==> config.mk <==
export PLATFORM = sky130hd
export DESIGN_NAME = pcib_top
export DESIGN_NICKNAME = d
export VERILOG_FILES = /design/src/design/pcib_pkg.sv /design/src/design/pcib_top.sv
export SDC_FILE = /design/constraint.sdc
export NUM_CORES = 1
export LEC_CHECK = 0
export ABC_AREA = 1
export BUFFER_PORTS_ARGS = -buffer_cell sky130_fd_sc_hd__clkbuf_2
export CAP_MARGIN = 10
export CORE_MARGIN = 3
export CORE_UTILIZATION = 45
export DETAILED_ROUTE_END_ITERATION = 8
export GPL_TIMING_DRIVEN = 0
export PLACE_DENSITY = 0.69
export SLEW_MARGIN = 20
export SYNTH_ARGS = -nofsm -noshare
export SYNTH_HDL_FRONTEND = slang
export SYNTH_SLANG_ARGS = --single-unit
==> constraint.sdc <==
create_clock -name i_ref_clk -period 4.1 [get_ports i_ref_clk]
set_input_delay 0.41 -clock i_ref_clk [delete_from_list [all_inputs] [get_ports i_ref_clk]]
set_output_delay 0.41 -clock i_ref_clk [all_outputs]
set_load 0.02 [all_outputs]
==> src/design/pcib_pkg.sv <==
// pcib_pkg: constants and carrier types shared by the pci bus pin block
// Behaviour
// - first clock carries the 32-bit address, later clocks carry data on AD
// - little-endian lanes by default; byte swap on master write (fifo) and master read data when enabled
// - as master, drive the dword address on AD[31:2] and 00 on AD[1:0]
// - when not master, watch the lanes for an address hitting our spaces
// - drive AD for master writes and target reads; latch for the others
// - C/BE carries command in address phase, lane-wise byte enables in data phases
// - every bus signal is sampled on the rising clock edge
// - bus interface and buffering run from the bus clock only
// - drive device-select when claimed; as initiator sample it for a claim
// - master asserts FRAME to start, holds it, drops it before last phase
// - as target, sample FRAME to find each address phase
// - park: granted while idle without request, drive AD, C/BE and PAR
// - IDSEL is the chip select for configuration reads and writes
// - a data phase completes only when IRDY and TRDY are both asserted
// - as initiator, assert IRDY on valid write data or read readiness
// - as target, check IRDY for write data valid or read acceptance
// - PAR is even parity over AD and C/BE
// - as master, generate parity for address and writes, check it on reads
// - check every address parity; as target check writes, generate on reads (the code does not check the parity of its own address phases)
// - interrupt asserts while any of seventeen unmasked status flags is set
// - interrupt is active-low open drain, or active-high edge when selected
// - during bus reset pins are nand-tree inputs, interrupt shows the result
// - as master, watch STOP to detect a target disconnect
// - as target, assert TRDY when write data can be taken or read data is valid
package pcib_pkg;
   localparam int AD_W = 32;
   localparam int CBE_W = 4;
   localparam int NIRQ = 17;
   localparam int LEN_W = 8;
   localparam int FIFO_DEPTH = 8;
   localparam int FIFO_W = AD_W + CBE_W;
   localparam int TGT_WIN_LSB = 12;
   localparam int TGT_BASE_W = AD_W - TGT_WIN_LSB;
   localparam logic [2:0] DEVSEL_WAIT = 3'h5;
   localparam logic [3:0] CMD_MEM_RD = 4'h6;
   localparam logic [3:0] CMD_MEM_WR = 4'h7;
   localparam logic [3:0] CMD_CFG_RD = 4'hA;
   localparam logic [3:0] CMD_CFG_WR = 4'hB;
   localparam logic [1:0] BURST_LINEAR = 2'h0;
   localparam logic [3:0] BE_ALL_N = 4'h0;
   localparam logic [LEN_W-1:0] LEN_ONE = 8'h01;

   typedef enum logic [2:0] {M_IDLE, M_REQ, M_ADDR, M_DATA, M_TURN} pcib_mst_st_t;
   typedef enum logic [2:0] {T_IDLE, T_CLAIM, T_DATA, T_HOLD, T_TURN} pcib_tgt_st_t;

   typedef struct packed {
      logic [AD_W-1:0] ad;
      logic [CBE_W-1:0] cbe_n;
      logic par, frame_n, irdy_n, trdy_n, devsel_n, stop_n, gnt_n, idsel;
   } pcib_pin_in_t;
   localparam int PIN_IN_W = $bits(pcib_pin_in_t);

   typedef struct packed {
      logic [AD_W-1:0] ad;
      logic ad_oe_n;
      logic [CBE_W-1:0] cbe_n;
      logic cbe_oe_n, par, par_oe_n;
      logic frame_n, irdy_n, mctl_oe_n;
      logic devsel_n, trdy_n, stop_n, tctl_oe_n;
      logic req_n, req_oe_n, inta, inta_oe_n;
   } pcib_pin_out_t;

   typedef struct packed {
      logic [CBE_W-1:0] cmd;
      logic [AD_W-1:0] addr;
      logic [LEN_W-1:0] len;
   } pcib_mst_req_t;

   typedef struct packed {
      logic [AD_W-1:0] data;
      logic [CBE_W-1:0] be_n;
   } pcib_word_t;

   typedef struct packed {
      logic [AD_W-1:0] addr, wdata;
      logic [CBE_W-1:0] be_n;
      logic write, cfg;
   } pcib_tgt_acc_t;

   typedef struct packed {
      pcib_mst_st_t mst;
      pcib_tgt_st_t tgt;
      pcib_mst_req_t req;
      logic [LEN_W-1:0] left;
      logic have, stop_seen, dev_seen, abort;
      logic [2:0] dev_tmr;
      logic [AD_W-1:0] ad;
      logic [CBE_W-1:0] cbe;
      logic par_out, par_drv, park, live, frame_q, irdy_q;
      logic rd_valid;
      logic [AD_W-1:0] rd_data;
      logic done, err;
      pcib_tgt_acc_t acc;
      logic tgt_rd, tgt_wr, par_calc, chk_arm, par_err, irq;
   } pcib_core_t;
   localparam pcib_core_t CORE_RST = '0;

   // byte lanes reversed; enables stay with their physical lanes
   function automatic logic [AD_W-1:0] swap32(input logic en, input logic [AD_W-1:0] d);
      return en ? {d[7:0], d[15:8], d[23:16], d[31:24]} : d;
   endfunction
endpackage

==> src/design/pcib_top.sv <==
// pcib_top: pci bus pin logic (master, target, parity, parking, interrupt) with write fifo
`timescale 1ns/1ps
`default_nettype none

module pcib_fifo #(
   parameter int W = 36,
   parameter int DEPTH = 8
) (
   // clock and reset
   input wire logic i_ref_clk,
   input wire logic i_rst_n,
   // fill side
   input wire logic i_in_valid,
   output logic o_in_ready,
   input wire logic [W-1:0] i_in_data,
   // drain side
   output logic o_out_valid,
   input wire logic i_out_ready,
   output logic [W-1:0] o_out_data
);
   localparam int AW = $clog2(DEPTH);
   logic [W-1:0] mem [DEPTH];
   logic [AW-1:0] wr_ptr, rd_ptr, next_wr_ptr, next_rd_ptr;
   logic [AW:0] cnt, next_cnt;
   logic push, pop;

   assign o_in_ready = cnt != (AW + 1)'(DEPTH);
   assign o_out_valid = cnt != '0;
   assign o_out_data = mem[rd_ptr];
   assign push = i_in_valid & o_in_ready;
   assign pop = o_out_valid & i_out_ready;

   always_comb
   begin
      next_wr_ptr = push ? wr_ptr + AW'(1) : wr_ptr;
      next_rd_ptr = pop ? rd_ptr + AW'(1) : rd_ptr;
      next_cnt = cnt + (AW + 1)'(push) - (AW + 1)'(pop);
   end

   always_ff @(posedge i_ref_clk or negedge i_rst_n)
   begin
      if (!i_rst_n)
      begin
         wr_ptr <= '0;
         rd_ptr <= '0;
         cnt <= '0;
      end
      else
      begin
         wr_ptr <= next_wr_ptr;
         rd_ptr <= next_rd_ptr;
         cnt <= next_cnt;
      end
   end

   // storage carries no reset so it can map onto ram
   always_ff @(posedge i_ref_clk)
   begin
      if (push)
         mem[wr_ptr] <= i_in_data;
   end
endmodule

module pcib_top (
   // clock and bus reset
   input wire logic i_ref_clk,
   input wire logic i_rst_n,
   // bus pins, inputs and driven side
   input wire pcib_pkg::pcib_pin_in_t i_pci,
   output var pcib_pkg::pcib_pin_out_t o_pci,
   // mode controls
   input wire logic i_byte_swap_enable,
   input wire logic i_interrupt_edge_mode_select,
   // interrupt sources, mask bit high blocks a flag
   input wire logic [pcib_pkg::NIRQ-1:0] i_irq_flags,
   input wire logic [pcib_pkg::NIRQ-1:0] i_irq_mask,
   // master requests
   input wire logic i_mst_start,
   input wire pcib_pkg::pcib_mst_req_t i_mst_req,
   output logic o_mst_busy,
   output logic o_mst_done,
   output logic o_mst_err,
   // master write stream
   input wire logic i_wr_valid,
   output logic o_wr_ready,
   input wire pcib_pkg::pcib_word_t i_wr_word,
   // master read stream
   output logic o_rd_valid,
   output logic [pcib_pkg::AD_W-1:0] o_rd_data,
   // target side
   input wire logic [pcib_pkg::TGT_BASE_W-1:0] i_tgt_base,
   output logic o_tgt_rd,
   output logic o_tgt_wr,
   output pcib_pkg::pcib_tgt_acc_t o_tgt_acc,
   input wire logic [pcib_pkg::AD_W-1:0] i_tgt_rdata,
   // status
   output logic o_par_err
);
   pcib_pkg::pcib_core_t s, next_s;
   pcib_pkg::pcib_word_t fifo_word;
   logic fifo_valid, fifo_pop;
   logic m_addr, m_data, m_turn, mst_wr, m_last, irdy_on, frame_on, xfer_m, fin_m;
   logic t_claim, t_data, t_hold, t_turn;
   logic ad_drv, cbe_drv, addr_ph, hit_cfg, hit_mem, tgt_hit, irq_pend, par_src;

   // chain over every bus input while reset holds the pins as inputs
   function automatic logic nand_chain(input logic [pcib_pkg::PIN_IN_W-1:0] v);
      logic acc;
      acc = 1'b1;
      for (int k = 0; k < pcib_pkg::PIN_IN_W; k++)
         acc = ~(acc & v[k]);
      return acc;
   endfunction

   pcib_fifo #(
      .W(pcib_pkg::FIFO_W),
      .DEPTH(pcib_pkg::FIFO_DEPTH)
   ) u_wr_fifo (
      .i_ref_clk(i_ref_clk),
      .i_rst_n(i_rst_n),
      .i_in_valid(i_wr_valid),
      .o_in_ready(o_wr_ready),
      .i_in_data(i_wr_word),
      .o_out_valid(fifo_valid),
      .i_out_ready(fifo_pop),
      .o_out_data(fifo_word)
   );

   assign m_addr = s.mst == pcib_pkg::M_ADDR;
   assign m_data = s.mst == pcib_pkg::M_DATA;
   assign m_turn = s.mst == pcib_pkg::M_TURN;
   assign t_claim = s.tgt == pcib_pkg::T_CLAIM;
   assign t_data = s.tgt == pcib_pkg::T_DATA;
   assign t_hold = s.tgt == pcib_pkg::T_HOLD;
   assign t_turn = s.tgt == pcib_pkg::T_TURN;
   assign mst_wr = s.req.cmd[0];
   // stop or abort forces the current phase to be the last one
   assign m_last = (s.left == pcib_pkg::LEN_ONE) | s.stop_seen | s.abort;
   // a write waits for fifo data; after stop or abort irdy only closes the frame
   assign irdy_on = m_data & (!mst_wr | s.have | s.abort | s.stop_seen);
   assign frame_on = m_addr | (m_data & !(m_last & irdy_on));
   assign xfer_m = irdy_on & !i_pci.trdy_n;
   assign fin_m = irdy_on & !frame_on & (!i_pci.trdy_n | !i_pci.stop_n | s.abort);
   assign fifo_pop = m_data & mst_wr & !s.have & fifo_valid & !s.stop_seen & !s.abort;
   assign ad_drv = m_addr | (m_data & mst_wr) | (t_data & !s.acc.write) | s.park;
   assign cbe_drv = m_addr | m_data | s.park;
   assign par_src = ^{s.ad, cbe_drv ? s.cbe : i_pci.cbe_n};
   // own address phases are not decoded
   assign addr_ph = !i_pci.frame_n & s.frame_q & s.irdy_q & !(m_addr | m_data | m_turn);
   assign hit_cfg = i_pci.idsel & (i_pci.cbe_n == pcib_pkg::CMD_CFG_RD
                                   | i_pci.cbe_n == pcib_pkg::CMD_CFG_WR);
   assign hit_mem = (i_pci.cbe_n == pcib_pkg::CMD_MEM_RD | i_pci.cbe_n == pcib_pkg::CMD_MEM_WR)
                    & (i_pci.ad[pcib_pkg::AD_W-1:pcib_pkg::TGT_WIN_LSB] == i_tgt_base);
   assign tgt_hit = hit_cfg | hit_mem;
   assign irq_pend = |(i_irq_flags & ~i_irq_mask);

   always_comb
   begin
      next_s = s;
      next_s.live = 1'b1;
      next_s.frame_q = i_pci.frame_n;
      next_s.irdy_q = i_pci.irdy_n;
      next_s.done = 1'b0;
      next_s.err = 1'b0;
      next_s.rd_valid = 1'b0;
      next_s.tgt_rd = 1'b0;
      next_s.tgt_wr = 1'b0;
      next_s.chk_arm = 1'b0;
      // parity trails the driven lanes by one clock
      next_s.par_out = par_src;
      next_s.par_drv = ad_drv;
      next_s.par_calc = ^{i_pci.ad, i_pci.cbe_n};
      next_s.par_err = s.chk_arm & (i_pci.par != s.par_calc);
      next_s.irq = irq_pend;
      next_s.park = !i_pci.gnt_n & i_pci.frame_n & i_pci.irdy_n & !i_mst_start
                    & s.mst == pcib_pkg::M_IDLE & s.tgt == pcib_pkg::T_IDLE;
      case (s.mst)
         pcib_pkg::M_IDLE:
         begin
            if (i_mst_start)
            begin
               next_s.req = i_mst_req;
               next_s.left = (i_mst_req.len == '0) ? pcib_pkg::LEN_ONE : i_mst_req.len;
               next_s.mst = pcib_pkg::M_REQ;
            end
         end
         pcib_pkg::M_REQ:
         begin
            if (!i_pci.gnt_n & i_pci.frame_n & i_pci.irdy_n & s.tgt == pcib_pkg::T_IDLE)
            begin
               next_s.mst = pcib_pkg::M_ADDR;
               next_s.ad = {s.req.addr[pcib_pkg::AD_W-1:2], pcib_pkg::BURST_LINEAR};
               next_s.cbe = s.req.cmd;
               next_s.have = 1'b0;
               next_s.stop_seen = 1'b0;
               next_s.dev_seen = 1'b0;
               next_s.abort = 1'b0;
               next_s.dev_tmr = '0;
            end
         end
         pcib_pkg::M_ADDR:
         begin
            next_s.mst = pcib_pkg::M_DATA;
            next_s.cbe = pcib_pkg::BE_ALL_N;
         end
         pcib_pkg::M_DATA:
         begin
            if (!i_pci.devsel_n)
               next_s.dev_seen = 1'b1;
            else if (!s.dev_seen)
            begin
               next_s.dev_tmr = s.dev_tmr + 3'h1;
               if (s.dev_tmr == pcib_pkg::DEVSEL_WAIT)
                  next_s.abort = 1'b1;
            end
            if (!i_pci.stop_n)
               next_s.stop_seen = 1'b1;
            if (fifo_pop)
            begin
               next_s.ad = pcib_pkg::swap32(i_byte_swap_enable, fifo_word.data);
               next_s.cbe = fifo_word.be_n;
               next_s.have = 1'b1;
            end
            if (xfer_m)
            begin
               next_s.left = s.left - pcib_pkg::LEN_ONE;
               next_s.have = 1'b0;
               if (!mst_wr)
               begin
                  next_s.rd_valid = 1'b1;
                  next_s.rd_data = pcib_pkg::swap32(i_byte_swap_enable, i_pci.ad);
                  next_s.chk_arm = 1'b1;
               end
            end
            if (fin_m)
            begin
               next_s.mst = pcib_pkg::M_TURN;
               next_s.done = 1'b1;
               next_s.err = s.abort | !xfer_m | (s.left != pcib_pkg::LEN_ONE);
            end
         end
         pcib_pkg::M_TURN:
            next_s.mst = pcib_pkg::M_IDLE;
         default:
            next_s.mst = pcib_pkg::M_IDLE;
      endcase
      case (s.tgt)
         pcib_pkg::T_IDLE:
         begin
            if (addr_ph)
            begin
               next_s.chk_arm = 1'b1;
               if (tgt_hit)
               begin
                  next_s.tgt = pcib_pkg::T_CLAIM;
                  next_s.acc.addr = i_pci.ad;
                  next_s.acc.write = i_pci.cbe_n[0];
                  next_s.acc.cfg = hit_cfg;
                  next_s.tgt_rd = !i_pci.cbe_n[0];
               end
            end
         end
         pcib_pkg::T_CLAIM:
         begin
            next_s.tgt = pcib_pkg::T_DATA;
            if (!s.acc.write)
               next_s.ad = i_tgt_rdata;
         end
         pcib_pkg::T_DATA:
         begin
            if (!i_pci.irdy_n)
            begin
               if (s.acc.write)
               begin
                  next_s.acc.wdata = i_pci.ad;
                  next_s.acc.be_n = i_pci.cbe_n;
                  next_s.tgt_wr = 1'b1;
                  next_s.chk_arm = 1'b1;
               end
               next_s.tgt = i_pci.frame_n ? pcib_pkg::T_TURN : pcib_pkg::T_HOLD;
            end
         end
         pcib_pkg::T_HOLD:
         begin
            if (i_pci.frame_n)
               next_s.tgt = pcib_pkg::T_TURN;
         end
         pcib_pkg::T_TURN:
            next_s.tgt = pcib_pkg::T_IDLE;
         default:
            next_s.tgt = pcib_pkg::T_IDLE;
      endcase
   end

   // single clock domain: bus and buffering share i_ref_clk
   always_ff @(posedge i_ref_clk or negedge i_rst_n)
   begin
      if (!i_rst_n)
         s <= pcib_pkg::CORE_RST;
      else
         s <= next_s;
   end

   always_comb
   begin
      o_pci.ad = s.ad;
      o_pci.ad_oe_n = !ad_drv;
      o_pci.cbe_n = s.cbe;
      o_pci.cbe_oe_n = !cbe_drv;
      o_pci.par = s.par_out;
      o_pci.par_oe_n = !s.par_drv;
      o_pci.frame_n = !frame_on;
      o_pci.irdy_n = !irdy_on;
      o_pci.mctl_oe_n = !(m_addr | m_data | m_turn);
      o_pci.devsel_n = !(t_claim | t_data | t_hold);
      // one data phase per access: stop goes with trdy to disconnect bursts
      o_pci.trdy_n = !t_data;
      o_pci.stop_n = !(t_data | t_hold);
      o_pci.tctl_oe_n = !(t_claim | t_data | t_hold | t_turn);
      o_pci.req_n = s.mst != pcib_pkg::M_REQ;
      o_pci.req_oe_n = !s.live;
      if (!i_rst_n)
      begin
         o_pci.inta = nand_chain(i_pci);
         o_pci.inta_oe_n = 1'b0;
      end
      else if (i_interrupt_edge_mode_select)
      begin
         o_pci.inta = s.irq;
         o_pci.inta_oe_n = 1'b0;
      end
      else
      begin
         o_pci.inta = 1'b0;
         o_pci.inta_oe_n = !s.irq;
      end
   end

   assign o_mst_busy = s.mst != pcib_pkg::M_IDLE;
   assign o_mst_done = s.done;
   assign o_mst_err = s.err;
   assign o_rd_valid = s.rd_valid;
   assign o_rd_data = s.rd_data;
   assign o_tgt_rd = s.tgt_rd;
   assign o_tgt_wr = s.tgt_wr;
   assign o_tgt_acc = s.acc;
   assign o_par_err = s.par_err;
endmodule

`default_nettype wire

## After elaboration in Yosys (flattened, before gate mapping)

Memory sizes are Yosys's and may differ from the RTL's.
Index checks and enable logic that the tools add are counted.

- Bitwise logic cells: 140
- Multiplexer cells: 50
- Add/subtract/negate cells: 6
- Divide/modulo/power cells: 0
- Eq/ne operators: 34
- Magnitude comparators: 0
- Reduce and logical (&&, ||, !) cells: 49
- Multiply operators: 0
- Shift operators: 0

Operators by type and width:

| kind | number |
|---|---|
| $mux 32 | 4 |
| $pmux 39 s2 | 1 |
| $reduce_xor 36->1 | 2 |
| $and 1x1->1 | 69 |
| $mux 33 | 2 |
| $not 1->1 | 46 |
| $mux 43 | 1 |
| $mux 36 | 1 |
| $mux 35 | 1 |
| $reduce_and 3->1 | 9 |
| $logic_not 1->1 | 25 |
| $mux 3 | 8 |
| $pmux 3 s4 | 2 |
| $or 1x1->1 | 23 |
| $eq 20x20->1 | 1 |
| $ne 2x2->1 const B | 10 |
| $mux 1 | 18 |
| $and 17x17->17 | 1 |
| $not 17->17 | 1 |
| $reduce_or 17->1 | 1 |
| $mux 8 | 2 |
| $pmux 8 s2 | 1 |
| $eq 3x2->1 const B | 4 |
| $mux 4 | 3 |
| other kinds (26) | 43 |

- Output and inout port bits: 161
- Latch bits: 0
- Word-level logic and storage cells: 316
- Memory bits (read-only): 0
- Register bits after elaboration: 220
- Bits in writable memories: 288
- Memories: 1

Memory list:

| memory | words | bits a word | read ports | clocked after memory_dff | wr ports | RTL line | RTL |
|---|---|---|---|---|---|---|---|
| u_wr_fifo.mem | 8 | 36 | 1 | 0 | 1 | pcib_top.sv:22 | `logic [W-1:0] mem [DEPTH];` |

## Logic depth before layout (Yosys ltp)

Gate-level depths: netlist (run 1).

- Depth after elaboration: 88
- Mapped depth: 26
- Depth with buffers taken out: 26

## Cells and area by module

Synthesis (run 1) repeated with hierarchy kept, for this count alone.

- Cells, all modules: 2741
- Area, all modules: 24637.4 um^2

Modules (own cells, without submodules):

| module | cells each | area each (um^2) | times used |
|---|---|---|---|
| pcib_fifo | 1309 | 13088.8 | 1 |
| pcib_top | 1432 | 11548.6 | 1 |

## Worst setup path after synthesis (run 1)

No wires, ideal clock.

- Kind: reg2reg
- From: register u_wr_fifo.cnt[2]
- To: memory u_wr_fifo.mem[0][0], enable pin
- Data arrival time: 2.714 ns
- Path slack: 0.957 ns
- Period minus slack after synthesis: 3.143 ns
- Stages on the path, launching flop included: 7
- Library setup time: 0.429 ns
- Required time: 3.671 ns
- Cell sequence: dfrtp_1 > inv_1 > ha_1 > nand3_1 > nand2_1 > or2_2 > nor2_1

- Longest elaborated chain between the ends: 4

Ends and longest elaborated chain:

| element | RTL line | RTL |
|---|---|---|
| from (decl) | pcib_top.sv:24 | `logic [AW:0] cnt, next_cnt;` |
| from (signal assigned) | pcib_top.sv:52 | `cnt <= next_cnt;` |
| $ne 4x4->1 | pcib_top.sv:27 | `assign o_in_ready = cnt != (AW + 1)'(DEPTH);` |
| named net o_wr_ready | pcib_top.sv:85 | `output logic o_wr_ready,` |
| $and 1x1->1 | pcib_top.sv:30 | `assign push = i_in_valid & o_in_ready;` |
| $mux 1 | pcib_top.sv:59 | `if (push)` |
| $mux 1 (implied by the code) | pcib_top.sv:60 | `mem[wr_ptr] <= i_in_data;` |
| to (decl) | pcib_top.sv:22 |  |

The timed path passes the listed nets, and every way through them passes these cells.

==> metrics, run 1 <==
Placed Area=26510 µm²; core area=51410 µm²; setup ws final=740.0 ps; Post-synth ARST share=43.08%; initial antenna violation count=11; # IOs=377; Yosys top cell by area=edfxtp_1; Final Skew=19.86 ps; drt total wl=76.55 mm; FP Rows=83; H-tree lvl count=2; post-route minimum period=3360 ps; dominant cells by area after synthesis=edfxtp_1, dfrtp_1, nand2_1; Synth Instances=2282; I/O Buffers=373; Final Cycle Share=81.95%; share of layout cells above drive strength 1=25.57%; via count of the first global-routing pass=18090; min-delay worst type=primary input to flip-flop; Worst-path clk slew=60 ps; TritonCTS clock tree=done; Synth Register Bits=506; cts bufs inserted=52; CTS sink cnt=506; headroom to the max-slew limit=44.20%; pwr dens=710.4 nW/µm²; Pleak=12.66 nW; routed vias/inst=5.434; Startpoint Class=primary input; fin nets=2958; CTS root buf=clkbuf_16; ys flop type=edfxtp_1; hpwl dp=57.19 mm; DRT antenna net count=0; Clock Path Buffers=3; CP required=3690 ps; register area share after synthesis=60.10%; drt initial violations=1738; die span in x=234.4 µm; post-synth top area share=36.86%; drt pass-1 iters=5; GPL Wtd Cong=0.9225; final number of hold-violating endpoints=0; Syn Std Cell Area=23470 µm²; DIE AREA=54920 µm²; Starting Density=45.65%; critical path endpoint category=primary output; area occupied by registers=14100 µm²; post-detailed-route wirelength per cell=22.16 µm; Post-Syn Nets=2515; number of synthesized flops with an enable pin=288; Setup CP Type=primary input to primary output; first-pass GRT wire length=111.8 mm; Crit Path Max Fanout=4; remaining global-route overflow=0; placed cell count=3346; later-pin clock latency in the skew report=610 ps; fmax=297.6 MHz; RSZ-0062 raised after global routing=false; Worst EP arrival=2950 ps; peak supply drop=0.3503 mV; Synth cell types=55; dpl ws=1147 ps; GRT Overall Usage=27.29%; Layout Cells excl Fill=3454; Via Count=18770; Final Max Slew Viols=0; Avg Synthesized Cell Area=10.28 µm²; final std cell area, no fill=28300 µm²; final setup vio count=0; status=completed; Die H=234.4 µm; Resized Gates After CTS=0; Fillers=4459; Least-Margin Pin Slew=836.9 ps; largest net degree at the start of global routing=94; Area Overhead vs Synth=20.62%; # DRC=0; YS warnings=0; # Max-Cap Violations=0; area of the multi-input gates=7258 µm²
## Yosys cell counts, drive strengths merged (8+ instances only)
master	count
xnor2	54
nor4	8
xor2	31
ha	16
inv	162
o21a	32
nand2	544
a32oi	32
dfrtp	218
o221ai	9
o21ai	178
mux2	31
nor3	10
a22oi	33
nand4	33
o22ai	9
a21oi	99
clkbuf	66
nor2	80
edfxtp	288
buf	185
nand3	135
## sequential cells by signal (all words and copies together) (netlist names)
name and count:
o_tgt_wr 1, o_mst_err 1, o_tgt_rd 1, o_rd_valid 1, o_par_err 1, u_wr_fifo.cnt 4, o_rd_data 32, u_wr_fifo.wr_ptr 3
u_wr_fifo.rd_ptr 3, s 62, o_mst_done 1, mst_wr 1, o_pci 37, o_tgt_acc 70, u_wr_fifo.mem 288
## path summary, 6_finish.rpt
| kind | startpoint | endpoint | slack, ps | depth (start not counted) |
|---|---|---|---|---|
| setup / recovery | i_pci[5] | o_pci[1] | 740 | 28 |
| hold / removal | i_tgt_rdata[26] | o_pci[45]$_DFF_PN0_ | 20 | 3 |
| setup reg to reg | s[217]$_DFFE_PN0P_ | u_wr_fifo.cnt[2]$_DFF_PN0_ | 1120 | 12 |
| hold reg to reg | o_tgt_acc[38]$_DFFE_PN0P_ | o_tgt_acc[38]$_DFFE_PN0P_ | 480 | 2 |
| max in group asynchronous | i_rst_n | s[113]$_DFF_PN0_ | 2970 | 3 |
| min in group asynchronous | i_rst_n | s[160]$_DFFE_PN0P_ | 330 | 2 |
## layout make-up
class | count | area share [%]
flip-flops and latches | 506 | 49.83
inverters | 166 | 2.206
well taps | 680 | 3.006
clock inverters | 23 | 0.8222
repair buffers | 389 | 7.714
diodes | 5 | 0.04421
clock buffers | 75 | 5.296
plain buffers | 251 | 5.437
multi-input cells | 1359 | 25.64
## metal layers
| metal | share of wire, % | track usage, % |
|---|---|---|
| met1 | 38 | 34.06 |
| met2 | 48 | 46.03 |
| met3 | 9.5 | 6.778 |
| met4 | 3.9 | 10.25 |
| met5 | 0.11 | 0 |
## worst max-delay path, cell delays in order
cell and delay [ps]:
dlygate4sd3_1 530, clkbuf_2 160, inv_1 160, a21oi_1 60
nand2_1 60, nand2_1 50, nand2_1 60, nand2_1 50
nand2_1 70, nand2_1 60, nand2_1 80, nand2_1 60
nand2_1 60, nand2_1 60, nand2_1 70, nand2_1 60
nand2_1 60, nand2_1 40, nand2_1 50, nand2_1 40
nand2_1 50, nand2_1 70, nand2_1 70, nand2_1 50
nand2_1 50, nand2_1 60, a21oi_2 160, clkbuf_2 190
## repair_timing
item / 4_1_cts / 5_1_grt
hold buffers: 5 / 0
buffers inserted: 0 / 0
endpoints found under the hold margin: 44 / 0
## metrics by stage
step,TNS (ps),total power [W],util [%],hold slack (ps)
after floorplan,0,0.01249,-,114.4
after global placement,-490170,0.01501,50.93,468.1
after detailed placement,0,0.01532,51.57,378.2
after CTS,0,0.02012,55.03,0.8788
after global routing,0,0.02114,55.05,19.05
final,0,0.02011,55.06,24.06
## kinds of logic (layout without fill, tap and decap cells)
logic type,count (synthesis),after routing,share of synthesized area [%]
simple gates,816,816,14.63
compound gates,409,409,10.44
xor+xnor,85,85,3.173
flops,506,506,60.10
mux,31,31,1.488
other cells,1,6,0.01598
fa+ha+maj,17,17,0.9385
buf+inv,417,904,9.219
## power breakdown
group,internal (W),total [W],switching (W)
logic,0.00295,0.00784,0.00489
clock network,0.00280,0.00480,0.00200
registers,0.00672,0.00746,0.000740
## layout by cell type (no fill, tap or decap), types with 32 or more instances in the layout
cell type	n
nand2_1	539
clkbuf_2	373
edfxtp_1	288
dfrtp_1	218
inv_1	154
buf_4	143
o21ai_0	140
nand3_1	134
a21oi_1	98
clkbuf_1	78
nor2_1	67
xnor2_1	54
clkbuf_16	53
o21ai_1	34
nand4_1	33
a22oi_1	33
a32oi_1	32
o21a_1	32
(Power assumes the default switching activity.)
==> inputs of run 2 (changes only) <==
- clock period: 4.1 -> 3.3 ns (I/O delays scaled with it)
==> run 2 against run 1 <==
Flip-flop and latch count did not move. First-iteration DRC count rose by 9.0%. Cell count rose by 2.8%. Clock skew rose by 3.3 ps. Clock power rose by 24%. Utilization rose by 1.8 points. Critical path depth did not move. Critical endpoint unchanged. Largest cell class unchanged.
==> metrics, run 2 (synthesis results as in run 1) <==
status=completed; setup ws final=227.3 ps; later-pin clock latency in the skew report=610 ps; dpl ws=347.3 ps; # DRC=0; Pleak=13.04 nW; FP Rows=83; total power=0.02512 W; min-delay worst type=primary input to flip-flop; remaining global-route overflow=0; Final Cycle Share=93.11%; # Max-Cap Violations=0; RSZ-0062 raised after global routing=false; drt total wl=77.65 mm; Via Count=19230; Clock Path Buffers=3; initial antenna violation count=12; core area=51410 µm²; share of layout cells above drive strength 1=24.86%; r2r setup slk=300 ps; Startpoint Class=primary input; post-detailed-route wirelength per cell=21.87 µm; die span in x=234.4 µm; Setup crit start=i_pci[5]; largest net degree at the start of global routing=94; DIE AREA=54920 µm²; GRT Overall Usage=27.73%; peak supply drop=0.4311 mV; drt pass-1 iters=5; cts bufs inserted=52; Worst EP arrival=2740 ps; I/O Buffers=373; critical path endpoint category=primary output; Core Util, Final=56.88%; Least-Margin Pin Slew=848.1 ps; CTS sink cnt=506; Metal-1 WL=29.49 mm; Die H=234.4 µm; most flop-heavy register=u_wr_fifo.mem; post-route minimum period=3073 ps; worst reg2reg path startpoint=s[217]$_DFFE_PN0P_; H-tree lvl count=2; hpwl dp=57.19 mm; leading cell type in the layout, fill and taps excluded=nand2_1; fin nets=3049; # IOs=377; pwr dens=859.2 nW/µm²; Crit Path Max Fanout=4; drt initial violations=1895; first-pass GRT wire length=114.2 mm; DRT antenna net count=0; post-route setup TNS=0 ps; Setup CP Type=primary input to primary output; GPL Wtd Cong=0.9225; CTS root buf=clkbuf_16; Fillers=4361; Worst R2R Path Depth=12; CP required=2970 ps; Final Skew=23.19 ps; TritonCTS clock tree=done; most frequent cells in the layout=nand2_1, clkbuf_2, edfxtp_1, dfrtp_1, inv_1; Starting Density=45.65%; max reg flops=288; via count of the first global-routing pass=18850; Worst-path clk slew=60 ps; highest metal used=met5; routed vias/inst=5.416; met3 WL=7.431 mm; headroom to the max-slew limit=43.46%; fmax=325.4 MHz; final setup vio count=0; final number of hold-violating endpoints=0; DR WL met2=37.44 mm; Reg-to-Reg End=u_wr_fifo.cnt[2]$_DFF_PN0_; Area Overhead vs Synth=24.61%; crit path to=o_pci[1]; Final Max Slew Viols=0
## run 2: worst max-delay path, cell delays in order
cell and delay, ps:
dlygate4sd3_1 550, buf_6 140, inv_4 60, a21oi_1 40, nand2_1 70, nand2_1 50, nand2_1 70, nand2_1 50
nand2_1 70, nand2_1 70, nand2_1 80, nand2_1 60, nand2_1 60, nand2_1 60, nand2_1 70, nand2_1 60
nand2_1 60, nand2_1 40, nand2_1 50, nand2_1 40, nand2_1 50, nand2_1 70, nand2_1 70, nand2_1 50
nand2_1 50, nand2_1 60, a21oi_2 190, buf_6 140
## run 2: final cells by class
class / count / area [µm²] / share of cell area [%]
antenna: 11 / 27.53 / 0.09414
buffer: 251 / 1539 / 5.263
clock buffer: 75 / 1499 / 5.126
clock inverter: 23 / 232.7 / 0.7959
inverter: 166 / 626.9 / 2.144
multi-input combinational: 1359 / 7258 / 24.82
sequential: 506 / 14100 / 48.23
tap: 680 / 850.8 / 2.910
timing repair buffer: 480 / 3102 / 10.61
## run 2: worst min-delay path by stage
stage	from	end	cells past startpoint
final	i_wr_word[9]	u_wr_fifo.mem[2][9]$_DFFE_PP_	1
after global routing	i_wr_word[9]	u_wr_fifo.mem[2][9]$_DFFE_PP_	1
after CTS	i_wr_word[9]	u_wr_fifo.mem[2][9]$_DFFE_PP_	1
after detailed placement	i_rst_n	o_rd_valid$_DFF_PN0_	1
after global placement	o_tgt_acc[38]$_DFFE_PN0P_	o_tgt_acc[38]$_DFFE_PN0P_	2
after floorplan	i_rst_n	mst_wr$_DFFE_PN0P_	0
## run 2: metal layers
layer | vias up | GRT usage [%]
li1 | 8742 | -
met5 | - | 0
met4 | 4 | 12.22
met3 | 199 | 6.754
met2 | 927 | 46.41
met1 | 9359 | 34.24
## run 2: where the power goes
group          switching (W)  internal (W)  total [W]
clock network        0.00249       0.00348    0.00597
logic                0.00614       0.00374    0.00988
registers           0.000927       0.00835    0.00928
## run 2: metrics by stage
| stage | cells | area (µm²) | hold WS, ps |
|---|---|---|---|
| after floorplan | 2282 | 23470 | 34.41 |
| final | 3551 | 29240 | 11.11 |
| after detailed placement | 3346 | 26510 | 298.2 |
| after global placement | 3335 | 26180 | 468.1 |
| after CTS | 3538 | 29180 | 0.06395 |
| after global routing | 3548 | 29230 | 15.50 |
## run 2: what timing repair did
action | 4_1_cts | 5_1_grt
endpoints found under the setup margin | 0 | 1
setup buffers | 0 | 2
gates resized for setup | 0 | 8
hold buffers | 94 | 0
endpoints found under the hold margin | 292 | 0
